**config.mk**
```make
export PLATFORM = sky130hd
export DESIGN_NAME = mtrh_top
export DESIGN_NICKNAME = d
export VERILOG_FILES = /design/src/core/mtrh_pkg.sv /design/src/core/mtrh_filt_if.sv /design/src/core/mtrh_filt.sv /design/src/core/mtrh_top.sv
export VERILOG_INCLUDE_DIRS = /design/src /design/src/core
export SDC_FILE = /design/constraint.sdc
export NUM_CORES = 1
export LEC_CHECK = 0
export BUFFER_PORTS_ARGS = -buffer_cell sky130_fd_sc_hd__buf_2
export CORE_MARGIN = 1
export CORE_UTILIZATION = 42
export CTS_CLUSTER_DIAMETER = 30
export CTS_CLUSTER_SIZE = 8
export DETAILED_ROUTE_END_ITERATION = 10
export SYNTH_ARGS = -nofsm -noshare
export SYNTH_HDL_FRONTEND = slang
export SYNTH_HIERARCHICAL = 1
export SYNTH_SLANG_ARGS = --single-unit
```
**constraint.sdc**
```tcl
create_clock -name clk_in -period 5.9 [get_ports clk_in]
set_clock_uncertainty 0.2 [all_clocks]
set_input_delay 1.18 -clock clk_in [delete_from_list [all_inputs] [get_ports clk_in]]
set_output_delay 1.18 -clock clk_in [all_outputs]
set_load 0.005 [all_outputs]
```
**src/core/mtrh_defs.svh**
```systemverilog
// Constants for the measurement trigger handshake block.
// Assumes a 40 MHz clock; included by bare name.
`ifndef MTRH_DEFS_SVH
`define MTRH_DEFS_SVH
`define MTRH_CLK_HZ 40000000
`define MTRH_MS_CYC (`MTRH_CLK_HZ / 1000)
`define MTRH_EDGE_EXTRA_US 200
`define MTRH_EDGE_EXTRA_CYC ((`MTRH_EDGE_EXTRA_US * `MTRH_MS_CYC) / 1000)
`define MTRH_FILT_MS 10
`define MTRH_PULSE_MIN_MS 7'h01
`define MTRH_PULSE_MAX_MS 7'h64
`define MTRH_PULSE_DEF_MS 7'h05
`define MTRH_INT_PULSE_MS 7'h05
`endif

```
**src/core/mtrh_pkg.sv**
```systemverilog
// Types for the measurement trigger handshake block.
// Assumes mtrh_defs.svh is on the include path.
package mtrh_pkg;
  typedef enum logic [1:0]
  {
    MTRH_IDLE = 2'b00,
    MTRH_DELAY = 2'b01,
    MTRH_MEAS = 2'b10
  } mtrh_state_e;
endpackage

```
**src/core/mtrh_filt_if.sv**
```systemverilog
// Interface between the top and the chatter filter.
// Assumes one clock domain.
`timescale 1ns/10ps
interface mtrh_filt_if;
  logic enable;
  logic raw;
  logic clean;
  modport top (output enable, output raw, input clean);
  modport filt (input enable, input raw, output clean);
endinterface

```
**src/core/mtrh_filt.sv**
```systemverilog
// Chatter filter for one synchronised input.
// Assumes the raw input is already synchronised to clk_in.
`timescale 1ns/10ps
`include "mtrh_defs.svh"
module mtrh_filt
  import mtrh_pkg::*;
#(
  parameter int FILT_CYC = `MTRH_FILT_MS * `MTRH_MS_CYC
)
(
  // Clock and reset
  input wire logic clk_in,
  input wire logic rst_in,
  // Filter port
  mtrh_filt_if.filt f
);
  typedef struct packed
  {
    logic clean;
    logic [19:0] cnt;
  } mtrh_filt_s;
  mtrh_filt_s st;
  mtrh_filt_s next_st;
  always_comb
  begin
    next_st = st;
    if (!f.enable || f.raw == st.clean)
    begin
      next_st.cnt = 20'h00000;
      if (!f.enable)
      begin
        next_st.clean = f.raw;
      end
    end
    else if (st.cnt >= 20'(FILT_CYC - 1))
    begin
      next_st.clean = f.raw;
      next_st.cnt = 20'h00000;
    end
    else
    begin
      next_st.cnt = st.cnt + 20'h00001;
    end
  end
  always_ff @(posedge clk_in or posedge rst_in)
  begin
    if (rst_in)
    begin
      st <= '0;
    end
    else
    begin
      st <= next_st;
    end
  end
  assign f.clean = st.clean;
  property p_filt_stable;
    @(posedge clk_in) disable iff (rst_in)
    (f.enable && $past(f.enable) && $changed(st.clean))
      |-> $past(f.raw) == st.clean && $past(f.raw, 2) == st.clean;
  endproperty
  a_filt_stable: assert property (p_filt_stable) else $error("filter changed on unstable");
endmodule

```
**src/core/mtrh_top.sv**
```systemverilog
// Trigger, edge, chatter filter and end-of-measurement output logic.
// Assumes trigger/print pins are asynchronous; measurement core on clk_in.
`timescale 1ns/10ps
`include "mtrh_defs.svh"
module mtrh_top
  import mtrh_pkg::*;
#(
  parameter int MS_CYC = `MTRH_MS_CYC,
  parameter int FILT_CYC = `MTRH_FILT_MS * `MTRH_MS_CYC,
  parameter int EXTRA_CYC = `MTRH_EDGE_EXTRA_CYC
)
(
  // Clock and reset
  input wire logic clk_in,
  input wire logic rst_in,
  // Configuration
  input wire logic internal_source_in,
  input wire logic continuous_run_command_in,
  input wire logic falling_edge_sel_in,
  input wire logic input_chatter_filter_in,
  input wire logic pulse_mode_in,
  input wire logic [6:0] pulse_width_ms_in,
  // Trigger sources
  input wire logic trigger_pin_in,
  input wire logic print_pin_in,
  input wire logic remote_trigger_command_in,
  // Measurement core
  input wire logic meas_final_in,
  output logic meas_start_out,
  output logic record_event_out,
  output logic print_event_out,
  // Done output
  output logic measurement_done_out
);
  typedef struct packed
  {
    mtrh_state_e state;
    logic [1:0] trig_sync;
    logic [1:0] print_sync;
    logic trig_prev;
    logic print_prev;
    logic start;
    logic record;
    logic print_ev;
    logic done;
    logic pulse_on;
    logic [6:0] ms_left;
    logic [15:0] ms_cnt;
    logic [15:0] delay_cnt;
  } mtrh_s;
  mtrh_s st;
  mtrh_s next_st;
  mtrh_filt_if trig_if ();
  mtrh_filt_if print_if ();
  assign trig_if.enable = input_chatter_filter_in;
  assign trig_if.raw = st.trig_sync[1];
  assign print_if.enable = input_chatter_filter_in;
  assign print_if.raw = st.print_sync[1];
  mtrh_filt #(.FILT_CYC(FILT_CYC)) u_trig_filt (.clk_in(clk_in), .rst_in(rst_in), .f(trig_if));
  mtrh_filt #(.FILT_CYC(FILT_CYC)) u_print_filt (.clk_in(clk_in), .rst_in(rst_in), .f(print_if));
  // --------------------------------
  // Trigger decode and sequencing
  // --------------------------------
  logic trig_edge;
  logic ext_trig;
  logic [6:0] width_ms;
  always_comb
  begin
    next_st = st;
    next_st.trig_sync = {st.trig_sync[0], trigger_pin_in};
    next_st.print_sync = {st.print_sync[0], print_pin_in};
    next_st.trig_prev = trig_if.clean;
    next_st.print_prev = print_if.clean;
    trig_edge = falling_edge_sel_in ? (st.trig_prev && !trig_if.clean)
                                    : (!st.trig_prev && trig_if.clean);
    ext_trig = trig_edge || remote_trigger_command_in;
    next_st.record = ext_trig && internal_source_in;
    next_st.print_ev = print_if.clean && !st.print_prev;
    next_st.start = 1'b0;
    // Out-of-range widths clamp rather than misbehave
    if (internal_source_in)
    begin
      width_ms = `MTRH_INT_PULSE_MS;
    end
    else if (pulse_width_ms_in < `MTRH_PULSE_MIN_MS)
    begin
      width_ms = `MTRH_PULSE_MIN_MS;
    end
    else if (pulse_width_ms_in > `MTRH_PULSE_MAX_MS)
    begin
      width_ms = `MTRH_PULSE_MAX_MS;
    end
    else
    begin
      width_ms = pulse_width_ms_in;
    end
    unique case (st.state)
      MTRH_IDLE:
      begin
        if (internal_source_in && continuous_run_command_in)
        begin
          next_st.state = MTRH_MEAS;
          next_st.start = 1'b1;
        end
        else if (!internal_source_in && ext_trig)
        begin
          next_st.done = 1'b0;
          next_st.pulse_on = 1'b0;
          next_st.delay_cnt = 16'h0000;
          if (falling_edge_sel_in)
          begin
            next_st.state = MTRH_DELAY;
          end
          else
          begin
            next_st.state = MTRH_MEAS;
            next_st.start = 1'b1;
          end
        end
      end
      MTRH_DELAY:
      begin
        next_st.delay_cnt = st.delay_cnt + 16'h0001;
        if (st.delay_cnt >= 16'(EXTRA_CYC - 1))
        begin
          next_st.state = MTRH_MEAS;
          next_st.start = 1'b1;
        end
      end
      MTRH_MEAS:
      begin
        if (meas_final_in)
        begin
          next_st.state = MTRH_IDLE;
          next_st.done = 1'b1;
          next_st.pulse_on = pulse_mode_in || internal_source_in;
          next_st.ms_left = width_ms;
          next_st.ms_cnt = 16'h0000;
        end
      end
      default:
      begin
        next_st.state = MTRH_IDLE;
      end
    endcase
    // Pulse timer counts whole milliseconds
    if (st.done && st.pulse_on && !(st.state == MTRH_MEAS && meas_final_in))
    begin
      if (st.ms_cnt >= 16'(MS_CYC - 1))
      begin
        next_st.ms_cnt = 16'h0000;
        next_st.ms_left = st.ms_left - 7'h01;
        if (st.ms_left == 7'h01)
        begin
          next_st.done = 1'b0;
        end
      end
      else
      begin
        next_st.ms_cnt = st.ms_cnt + 16'h0001;
      end
    end
  end
  always_ff @(posedge clk_in or posedge rst_in)
  begin
    if (rst_in)
    begin
      st <= '0;
    end
    else
    begin
      st <= next_st;
    end
  end
  assign meas_start_out = st.start;
  assign record_event_out = st.record;
  assign print_event_out = st.print_ev;
  assign measurement_done_out = st.done;
  // --------------------------------
  // Checks
  // --------------------------------
  property p_int_no_ext;
    @(posedge clk_in) disable iff (rst_in)
    (st.state == MTRH_IDLE && internal_source_in && !continuous_run_command_in) |=> !st.start;
  endproperty
  a_int_no_ext: assert property (p_int_no_ext) else $error("start without source");
  property p_free_run;
    @(posedge clk_in) disable iff (rst_in)
    (st.state == MTRH_IDLE && internal_source_in && continuous_run_command_in) |=> st.start;
  endproperty
  a_free_run: assert property (p_free_run) else $error("free run stalled");
  property p_ext_one;
    @(posedge clk_in) disable iff (rst_in)
    (st.state == MTRH_IDLE && !internal_source_in && ext_trig && !falling_edge_sel_in)
      |=> st.start ##1 !st.start;
  endproperty
  a_ext_one: assert property (p_ext_one) else $error("ext trigger not one start");
  property p_ctrl_only;
    @(posedge clk_in) disable iff (rst_in)
    (st.state == MTRH_IDLE && !internal_source_in && !ext_trig) |=> !st.start;
  endproperty
  a_ctrl_only: assert property (p_ctrl_only) else $error("start without trigger");
  property p_fall_delay;
    @(posedge clk_in) disable iff (rst_in)
    (st.state == MTRH_IDLE && !internal_source_in && ext_trig && falling_edge_sel_in)
      |=> st.state == MTRH_DELAY;
  endproperty
  a_fall_delay: assert property (p_fall_delay) else $error("no edge delay");
  property p_done_final;
    @(posedge clk_in) disable iff (rst_in)
    (st.state == MTRH_MEAS && meas_final_in) |=> measurement_done_out;
  endproperty
  a_done_final: assert property (p_done_final) else $error("done late");
  property p_hold;
    @(posedge clk_in) disable iff (rst_in)
    (st.done && !st.pulse_on && !(st.state == MTRH_IDLE && ext_trig)) |=> st.done;
  endproperty
  a_hold: assert property (p_hold) else $error("hold dropped");
  property p_width;
    @(posedge clk_in) disable iff (rst_in)
    (st.pulse_on && st.done) |-> st.ms_left >= `MTRH_PULSE_MIN_MS && st.ms_left <= `MTRH_PULSE_MAX_MS;
  endproperty
  a_width: assert property (p_width) else $error("width out of range");
  property p_int_width;
    @(posedge clk_in) disable iff (rst_in)
    (st.state == MTRH_MEAS && meas_final_in && internal_source_in)
      |=> st.pulse_on && st.ms_left == `MTRH_INT_PULSE_MS;
  endproperty
  a_int_width: assert property (p_int_width) else $error("internal pulse not 5 ms");
endmodule

```
==> flow_summary.toml, run 1 <==
[status]
status = "finished, final reports clean"

[clocking]
clk_pin_slew_worst_paths_ns = 0.07
cts-resized-gates = 0
cts_hold_buf = 0
cts_buffers = 9
cts_root_buffer = "clkbuf_16"
worstSkewPairLatency_ns = 0.35
cts_max_level = 3
cts_buffer_depth = 2
post-cts-setup-buffer-count = 0
cts_tree = "yes"
cts_sinks = 94

[timing]
fin_crit_sh_pct = 51.6
finalSetupTns_ns = 0
period_needed_ns = 3.04
report.final.setup_viol = 0
rsz0062_at_grt = "no"
relSlewSlack_pct = 12.8
final-hold-violation-count = 0
fmax_mhz = 329
slew_violations = 0
tightest_slew_ns = 1.30

[routing]
drc = 0
post_drt_wl_per_cell_um = 14.7
routed_wl_um = 9880
drtPass1Iterations = 4
vias = 3766
drtIter0Drc = 162
vias_per_cell = 5.59
ant_nets = 0

[die]
rows = 39
die_x_um = 110
initial_core_util_pct = 43.3
die_h_um = 110
io_pins = 22
core_um2 = 11400
die_area_um2 = 12200

[yosys]
synth_async_sr_flop_share_pct = 100
ys.flop_type = "dfrtp_1"
synth-edff-count = 0
syn_area_per_cell_um2 = 9.68
ys_seq_elements = 94
synth_area_um2 = 4940
yosysWarnings = 6
yosysUniqueCellTypes = 60
synth_nets = 534
synthCells = 510
ys_seq_area_share_pct = 47.6

[critical_path]
crit_start = "internal_source_in"
crit_slowest_cell = "a2111oi_2"
endpoint_kind = "flop"
worstRegToRegCells = 6
crit_chain = "buf_2, inv_1, a2111oi_2, nor4b_1, xnor2_1, nor2_1"
worst-path-stages = 6
critPathLaunchType = "input port"
crit_end = "st[11]"
r2r-end = "st[28]"
worst-path-buf-inv = 2
worstPathArrival_ns = 3.02
critPathMaxFanout = 13
critical-path-top-delay-family = "compound AO/OA/AOI/OAI gates"
critPathMaxStageDelay_ns = 1.05
crit_type = "in2reg"
rrSetupSlack_ns = 3.22
required_ns = 5.88
r2r_start = "st[16]"

[final_layout]
final_common_cell = "dfrtp_1"
nets = 550
antenna_cells = 0
synthToLayoutAreaGrowth_pct = 10.5
drive_gt1_share_pct = 12.1
layout_common_cells = "94 x dfrtp_1, 48 x nor3_1, 41 x nand2_1"
instances_no_fill = 674

[grt]
overflow = 0
grt_pass1_vias = 3527
grt_first_pass_wirelength_um = 16600
antenna_found_initial = 0
grt_usage_pct = 16.6
grt_max_degree = 53

[min_path]
hold_class = "reg2reg"
min-delay-start = "next_st[47]"

[placement]
hpwl_um = 6510
place.port_buffers = 21
routabilityCongestion = 0.784
placedCellCount = 658

[flow_run]
maxCapViolCount = 0

[power]
p_per_area_nw_per_um2 = 310
report.power.total_mw = 1.69
p_leak_nw = 2.18
ir_drop_v = 0.000226
metal layers:
metal	share of wire (%)	track usage (%)	vias to the layer above	routed length, um
met3	3.4	5.05	4	338
met4	0.63	4.98	0	62
li1	-	-	1879	-
met5	0	0	-	0
met2	47	26.2	60	4670
met1	49	22.0	1823	4810
worst min-delay path by stage:
stage | end | depth (start not counted)
final | print_if.raw | 0
after global routing | print_if.raw | 0
after CTS | print_if.raw | 0
after detailed placement | print_if.raw | 0
after global placement | st[49] | 0
after floorplan | print_if.raw | 0
final cells by class:
cell class	count	area, um2
inverters	25	93.8
well taps	143	179
clock buffers	10	239
fillers	1108	5960
clock inverters	6	68.8
flip-flops and latches	94	2350
multi-input cells	372	2400
repair buffers	24	128
sequential cells by signal, summed over array words and instances (netlist names):
name	cells
u_trig_filt/f.clean	1
record_event_out	1
measurement_done_out	1
st	45
print_if.raw	1
u_print_filt/f.clean	1
meas_start_out	1
print_event_out	1
u_trig_filt/st	20
next_st	2
u_print_filt/st	20
cells by family after synthesis:
| group | synth area share [%] |
|---|---|
| multiplexers | 1.32 |
| AO/OA/AOI/OAI | 11.8 |
| adder cells (fa/ha/maj) | 1.52 |
| XOR/XNOR | 7.63 |
| AND/OR/NAND/NOR | 25.9 |
| buffers and inverters | 3.98 |
| flip-flops | 47.6 |
| other | 0.152 |
power breakdown:
group	switching (mW)	internal (mW)
clock	0.253	0.342
sequential	0.0775	0.709
combinational	0.192	0.116
per-stage QoR:
step | area, um2 | setup WS [ns] | hold slack (ns) | util, %
finish | 5460 | 2.86 | 0.146 | 47.8
global route | 5460 | 2.68 | 0.152 | 47.8
CTS | 5460 | 2.90 | 0.146 | 47.8
detailed placement | 5150 | 2.46 | 0.135 | 45.1
global placement | 5150 | 2.53 | 0.133 | 45.1
floorplan | 4940 | 3.16 | 0.131 | -
worst register-to-register path, delay by kind of cell (launching register included):
family | cells | cell delay, ns
AO/OA/AOI/OAI | 2 | 1.02
adder cells (fa/ha/maj) | 1 | 0.25
AND/OR/NAND/NOR | 3 | 0.72
flip-flops | 1 | 0.42
Yosys cell counts, drive strengths merged, types with 12 or more instances:
cell	number	area share, %
nand2	41	3.1
nand3	36	3.9
nor3	48	4.9
xnor2	32	5.7
dfrtp	94	48
a21oi	22	2.2
nand4	12	2.1
nor4	15	2.2
nor2	31	2.4
inv	25	1.9
o21ai	15	1.5
Power figures use the tool's default switching activity.
==> run 2, diff against run 1 <==
- clock period: 5.9 -> 3.2 ns (I/O delays scaled with it)
==> run 2 against run 1 <==
Register-to-register slack worse by 2.5 ns. Die area stayed put. First-iteration DRC count is 16% lower. Routed wire length is 1.4% lower. Critical path depth is 2 lower. Worst setup slack worse by 2.1 ns. Sequential power is 84% higher. Sequential share of layout area is 0.43 points lower.
==> flow_summary.toml, run 2 (synthesis results as in run 1) <==
[final_layout]
multiInputGateArea_um2 = 2400
largest_registers = "st x45, u_print_filt/st x20, u_trig_filt/st x20"
antenna_cells = 0
regArea_um2 = 2350
largest_register = "st"
synthToLayoutAreaGrowth_pct = 11.6
largest_reg_flops = 45
drive_gt1_share_pct = 13.2
layout_common_cells = "94 x dfrtp_1, 48 x nor3_1, 41 x nand2_1"
fillers = 1067
fin_area_um2 = 5510
final_common_cell = "dfrtp_1"
nets = 557

[clocking]
cts_root_buffer = "clkbuf_16"
cts_buffer_depth = 2
post-cts-setup-buffer-count = 0
cts_max_level = 3
cts_buffers = 9
worstSkewPairLatency_ns = 0.34
cts_sinks = 94
clk_pin_slew_worst_paths_ns = 0.07
cts_hold_buf = 0
cts_tree = "yes"
cts-resized-gates = 0

[timing]
fmax_mhz = 407
slew_violations = 0
report.final.setup_viol = 0
finalSetupTns_ns = 0
tightest_slew_ns = 1.22
period_needed_ns = 2.46
worst_slack_ns = 0.743
rsz0062_at_grt = "no"
final-hold-violation-count = 0
fin_crit_sh_pct = 76.8
relSlewSlack_pct = 18.5

[routing]
drc = 0
vias = 3780
drtPass1Iterations = 4
vias_per_cell = 5.55
ant_nets = 0
routed_wl_um = 9740
drtIter0Drc = 136
post_drt_wl_per_cell_um = 14.3

[die]
initial_core_util_pct = 43.3
rows = 39
core_um2 = 11400
die_h_um = 110
die_area_um2 = 12200
io_pins = 22
die_x_um = 110

[placement]
place_area_um2 = 5200
routabilityCongestion = 0.786
hpwl_um = 6660
pre_cts_slack_ns = 0.661
place.port_buffers = 21

[critical_path]
crit_start = "st[50]"
critical-path-top-delay-family = "compound AO/OA/AOI/OAI gates"
worst-path-buf-inv = 0
crit_slowest_cell = "a21oi_1"
r2r_start = "st[50]"
required_ns = 3.22
critPathLaunchType = "flop"
crit_type = "reg2reg"
crit_chain = "nor2_1, a21oi_1, nand2_1, o311ai_0"
critPathMaxStageDelay_ns = 0.99
endpoint_kind = "flop"
critPathMaxFanout = 15
worstPathArrival_ns = 2.48

[power]
p_leak_nw = 2.21
ir_drop_v = 0.000352
p_per_area_nw_per_um2 = 573

[min_path]
min-delay-start = "next_st[49]"
hold_class = "reg2reg"

[grt]
grt_pass1_vias = 3610
overflow = 0
grt_max_degree = 26
grt_first_pass_wirelength_um = 17000
grt_usage_pct = 17.0
antenna_found_initial = 0

[status]
status = "finished, final reports clean"

[flow_run]
maxCapViolCount = 0
-- run 2: changes by cell type in the layout (fill, tap and decap cells not counted), sizes merged --
cell,before,now
clkbuf,10,11
clkinv,3,1
inv,26,25
buf,24,31
clkinvlp,1,3
-- run 2: worst paths after layout --
path,endpoint,slack (ns),depth (start not counted)
setup / recovery,st[21],0.74,4
hold / removal,st[49],0.15,0
setup reg to reg,st[21],0.74,4
hold reg to reg,st[49],0.15,0
max in group asynchronous,st[39],2.03,3
min in group asynchronous,print_event_out,0.16,2
-- run 2: cell type report --
type	instances	area share [%]
Timing Repair Buffer	31	3.27
Tap cell	143	3.25
Clock inverter	5	1.04
Clock buffer	11	4.59
Inverter	25	1.70
Multi-Input combinational cell	372	43.5
Sequential cell	94	42.7
-- run 2: through the flow --
step | cells | util [%] | hold WS (ns) | power (mW)
6_report | 681 | 48.3 | 0.151 | 3.16
3_3_place_gp | 665 | 45.6 | 0.139 | 2.06
2_1_floorplan | 510 | - | 0.131 | 1.89
3_5_place_dp | 665 | 45.6 | 0.141 | 2.07
4_1_cts | 681 | 48.3 | 0.156 | 3.20
5_1_grt | 681 | 48.3 | 0.160 | 3.33
-- run 2: where the power goes --
part           internal [mW]  switching, mW
clock network          0.647          0.458
logic                  0.239          0.365
registers               1.31          0.141
-- run 2: per-layer routing --
layer  global-route usage, %  wire, um
met5                       0         0
met4                    4.44        94
met3                    4.39       337
met2                    26.9      4450
met1                    23.0      4860
==> run 3, diff against run 2 <==
- ABC_AREA: not set -> 1
- clock period: 3.2 -> 2 ns (I/O delays scaled with it)
==> run 3 against run 2 <==
Via count rose by 23%. Global-route usage increased by 1.4 points. Largest cell class unchanged. Critical endpoint is now measurement_done_out. Non-clock buffer count is 1 lower.
==> flow_summary.toml, run 3 <==
[critical_path]
critical-path-top-delay-family = "simple AND/OR/NAND/NOR gates"
endpoint_kind = "flop"
crit_slowest_cell = "dfrtp_1"
r2r_start = "st[16]"
critPathLaunchType = "flop"
worst-path-buf-inv = 1
crit_type = "reg2reg"
worstPathArrival_ns = 1.85
required_ns = 2.04
critPathMaxStageDelay_ns = 0.39
crit_chain = "ha_2, nand3_1, o21ai_1, nand2_2, nand2_1, nand2_2, o21ai_1, inv_1"
crit_start = "st[16]"
critPathMaxFanout = 9

[die]
die_x_um = 116
die_h_um = 116
rows = 41
core_um2 = 12700
die_area_um2 = 13500
io_pins = 22
initial_core_util_pct = 43.3

[power]
p_seq_share_pct = 46.3
internal_power_mw = 3.30
p_per_area_nw_per_um2 = 788
ir_drop_v = 0.000378
report.power.total_mw = 4.83
combPwrFrac_pct = 20.6
switching_share_pct = 31.6
power_switching_mw = 1.53
p_leak_nw = 2.79
pwr-share-clk_pct = 33.2

[final_layout]
largest_register = "st"
final_common_cell = "nand2_1"
largest_registers = "st x45, u_print_filt/st x20, u_trig_filt/st x20"
nets = 804
fillers = 1277
largest_reg_flops = 45
drive_gt1_share_pct = 9.30
antenna_cells = 0
synthToLayoutAreaGrowth_pct = 11.6
layout_common_cells = "185 x nand2_1, 121 x nor2_1, 101 x inv_1"

[timing]
finalSetupTns_ns = 0
report.final.setup_viol = 0
slew_violations = 0
final-hold-violation-count = 0
rsz0062_at_grt = "no"
hold_ws_ns = 0.0992
period_needed_ns = 1.81
fin_crit_sh_pct = 90.5
fmax_mhz = 553

[yosys]
synth_common_cells = "186 x nand2_1, 121 x nor2_1, 102 x inv_1, 94 x dfrtp_1, 66 x nand3_1"
synth-edff-count = 0
synth_area_um2 = 5490
yosysWarnings = 6
ys_seq_elements = 94
ys_seq_area_share_pct = 42.9
yosysTopAreaCellShare_pct = 42.9
synthCells = 747
yosysMostFrequentCell = "nand2_1"
synth_nets = 771
yosysTopAreaCell = "dfrtp_1"
ys.flop_type = "dfrtp_1"
yosysUniqueCellTypes = 33
synth_async_sr_flop_share_pct = 100
synth_area_leaders = "dfrtp_1 43%, nand2_1 13%, nor2_1 8.3%, inv_1 7.0%, nand3_1 6.0%"
syn_area_per_cell_um2 = 7.34

[grt]
grt_usage_pct = 18.3
grt_first_pass_wirelength_um = 19600
overflow = 0
antenna_found_initial = 0
grt_pass1_vias = 4491
grt_max_degree = 53

[routing]
drtIter0Drc = 245
ant_nets = 0
routed_wl_um = 11200
vias = 4663
vias_per_cell = 4.87
drtPass1Iterations = 4
post_drt_wl_per_cell_um = 11.7
drc = 0

[placement]
hpwl_um = 8190
place.port_buffers = 21
routabilityCongestion = 0.861

[clocking]
cts_tree = "yes"
cts_buffers = 9
clk_pin_slew_worst_paths_ns = 0.06
worstSkewPairLatency_ns = 0.35
cts_buffer_depth = 2
cts_max_level = 3
cts_sinks = 94
cts_root_buffer = "clkbuf_16"
post-cts-setup-buffer-count = 0

[min_path]
hold_class = "in2reg"
min-delay-start = "internal_source_in"

[flow_run]
maxCapViolCount = 0

[status]
status = "finished, final reports clean"
run 3: tightest hold or removal path, stage by stage:
cell	delay (ns)
buf_2	0.11
nand2_1	0.05
inv_1	0.05
run 3: layer usage:
| layer | global-route usage, % | part of all wire, % |
|---|---|---|
| met5 | 0 | 0 |
| met2 | 30.9 | 48 |
| met3 | 3.89 | 3.6 |
| met4 | 6.58 | 1.1 |
| met1 | 23.2 | 48 |
run 3: what timing repair did:
item                                    in CTS  in global routing
hold endpoints to repair                    96                  0
hold buffers                                 3                  0
gates resized for setup                      0                  3
endpoints found under the setup margin       0                  8
run 3: logic make-up (layout without fill, tap and decap cells):
| group | after synthesis | in the layout | synth area share (%) |
|---|---|---|---|
| simple gates | 436 | 436 | 34.8 |
| buf+inv | 112 | 150 | 8.19 |
| xor+xnor | 38 | 38 | 6.07 |
| fa+ha+maj | 6 | 6 | 1.37 |
| flops | 94 | 94 | 42.9 |
| compound gates | 59 | 59 | 6.52 |
| other cells | 2 | 2 | 0.137 |
run 3: worst paths after layout:
check / endpoint / cells past startpoint / slack (ns)
setup reg to reg: measurement_done_out / 8 / 0.19
min in group asynchronous: u_print_filt/st[14] / 4 / 0.44
hold reg to reg: st[49] / 0 / 0.15
max in group asynchronous: measurement_done_out / 4 / 0.91
setup / recovery: measurement_done_out / 8 / 0.19
hold / removal: record_event_out / 3 / 0.1
run 3: cell type report:
type | count | area, um2 | area share, %
clock buffers | 10 | 239 | 3.90
clock inverters | 6 | 37.5 | 0.613
inverters | 104 | 390 | 6.38
multi-input cells | 541 | 2700 | 44.0
flip-flops and latches | 94 | 2350 | 38.4
well taps | 172 | 215 | 3.51
repair buffers | 30 | 193 | 3.15
run 3: power by group through the flow:
stage | combinational (mW) | clock (mW) | sequential, mW
CTS | 1.00 | 1.66 | 2.23
floorplan | 0.755 | 0 | 2.24
detailed placement | 0.992 | 0 | 2.27
global placement | 0.974 | 0 | 2.26
finish | 0.993 | 1.60 | 2.23
global route | 1.16 | 1.74 | 2.26
run 3: metrics by stage:
step           instance area [um2]  instances  utilization [%]  setup WS, ns
2_1_floorplan                 5490        747                -         0.142
3_3_place_gp                  5800        938             45.8         0.172
3_5_place_dp                  5800        938             45.8        0.0865
4_1_cts                       6110        957             48.2        0.0923
5_1_grt                       6120        957             48.3        0.0177
6_report                      6120        957             48.3         0.190
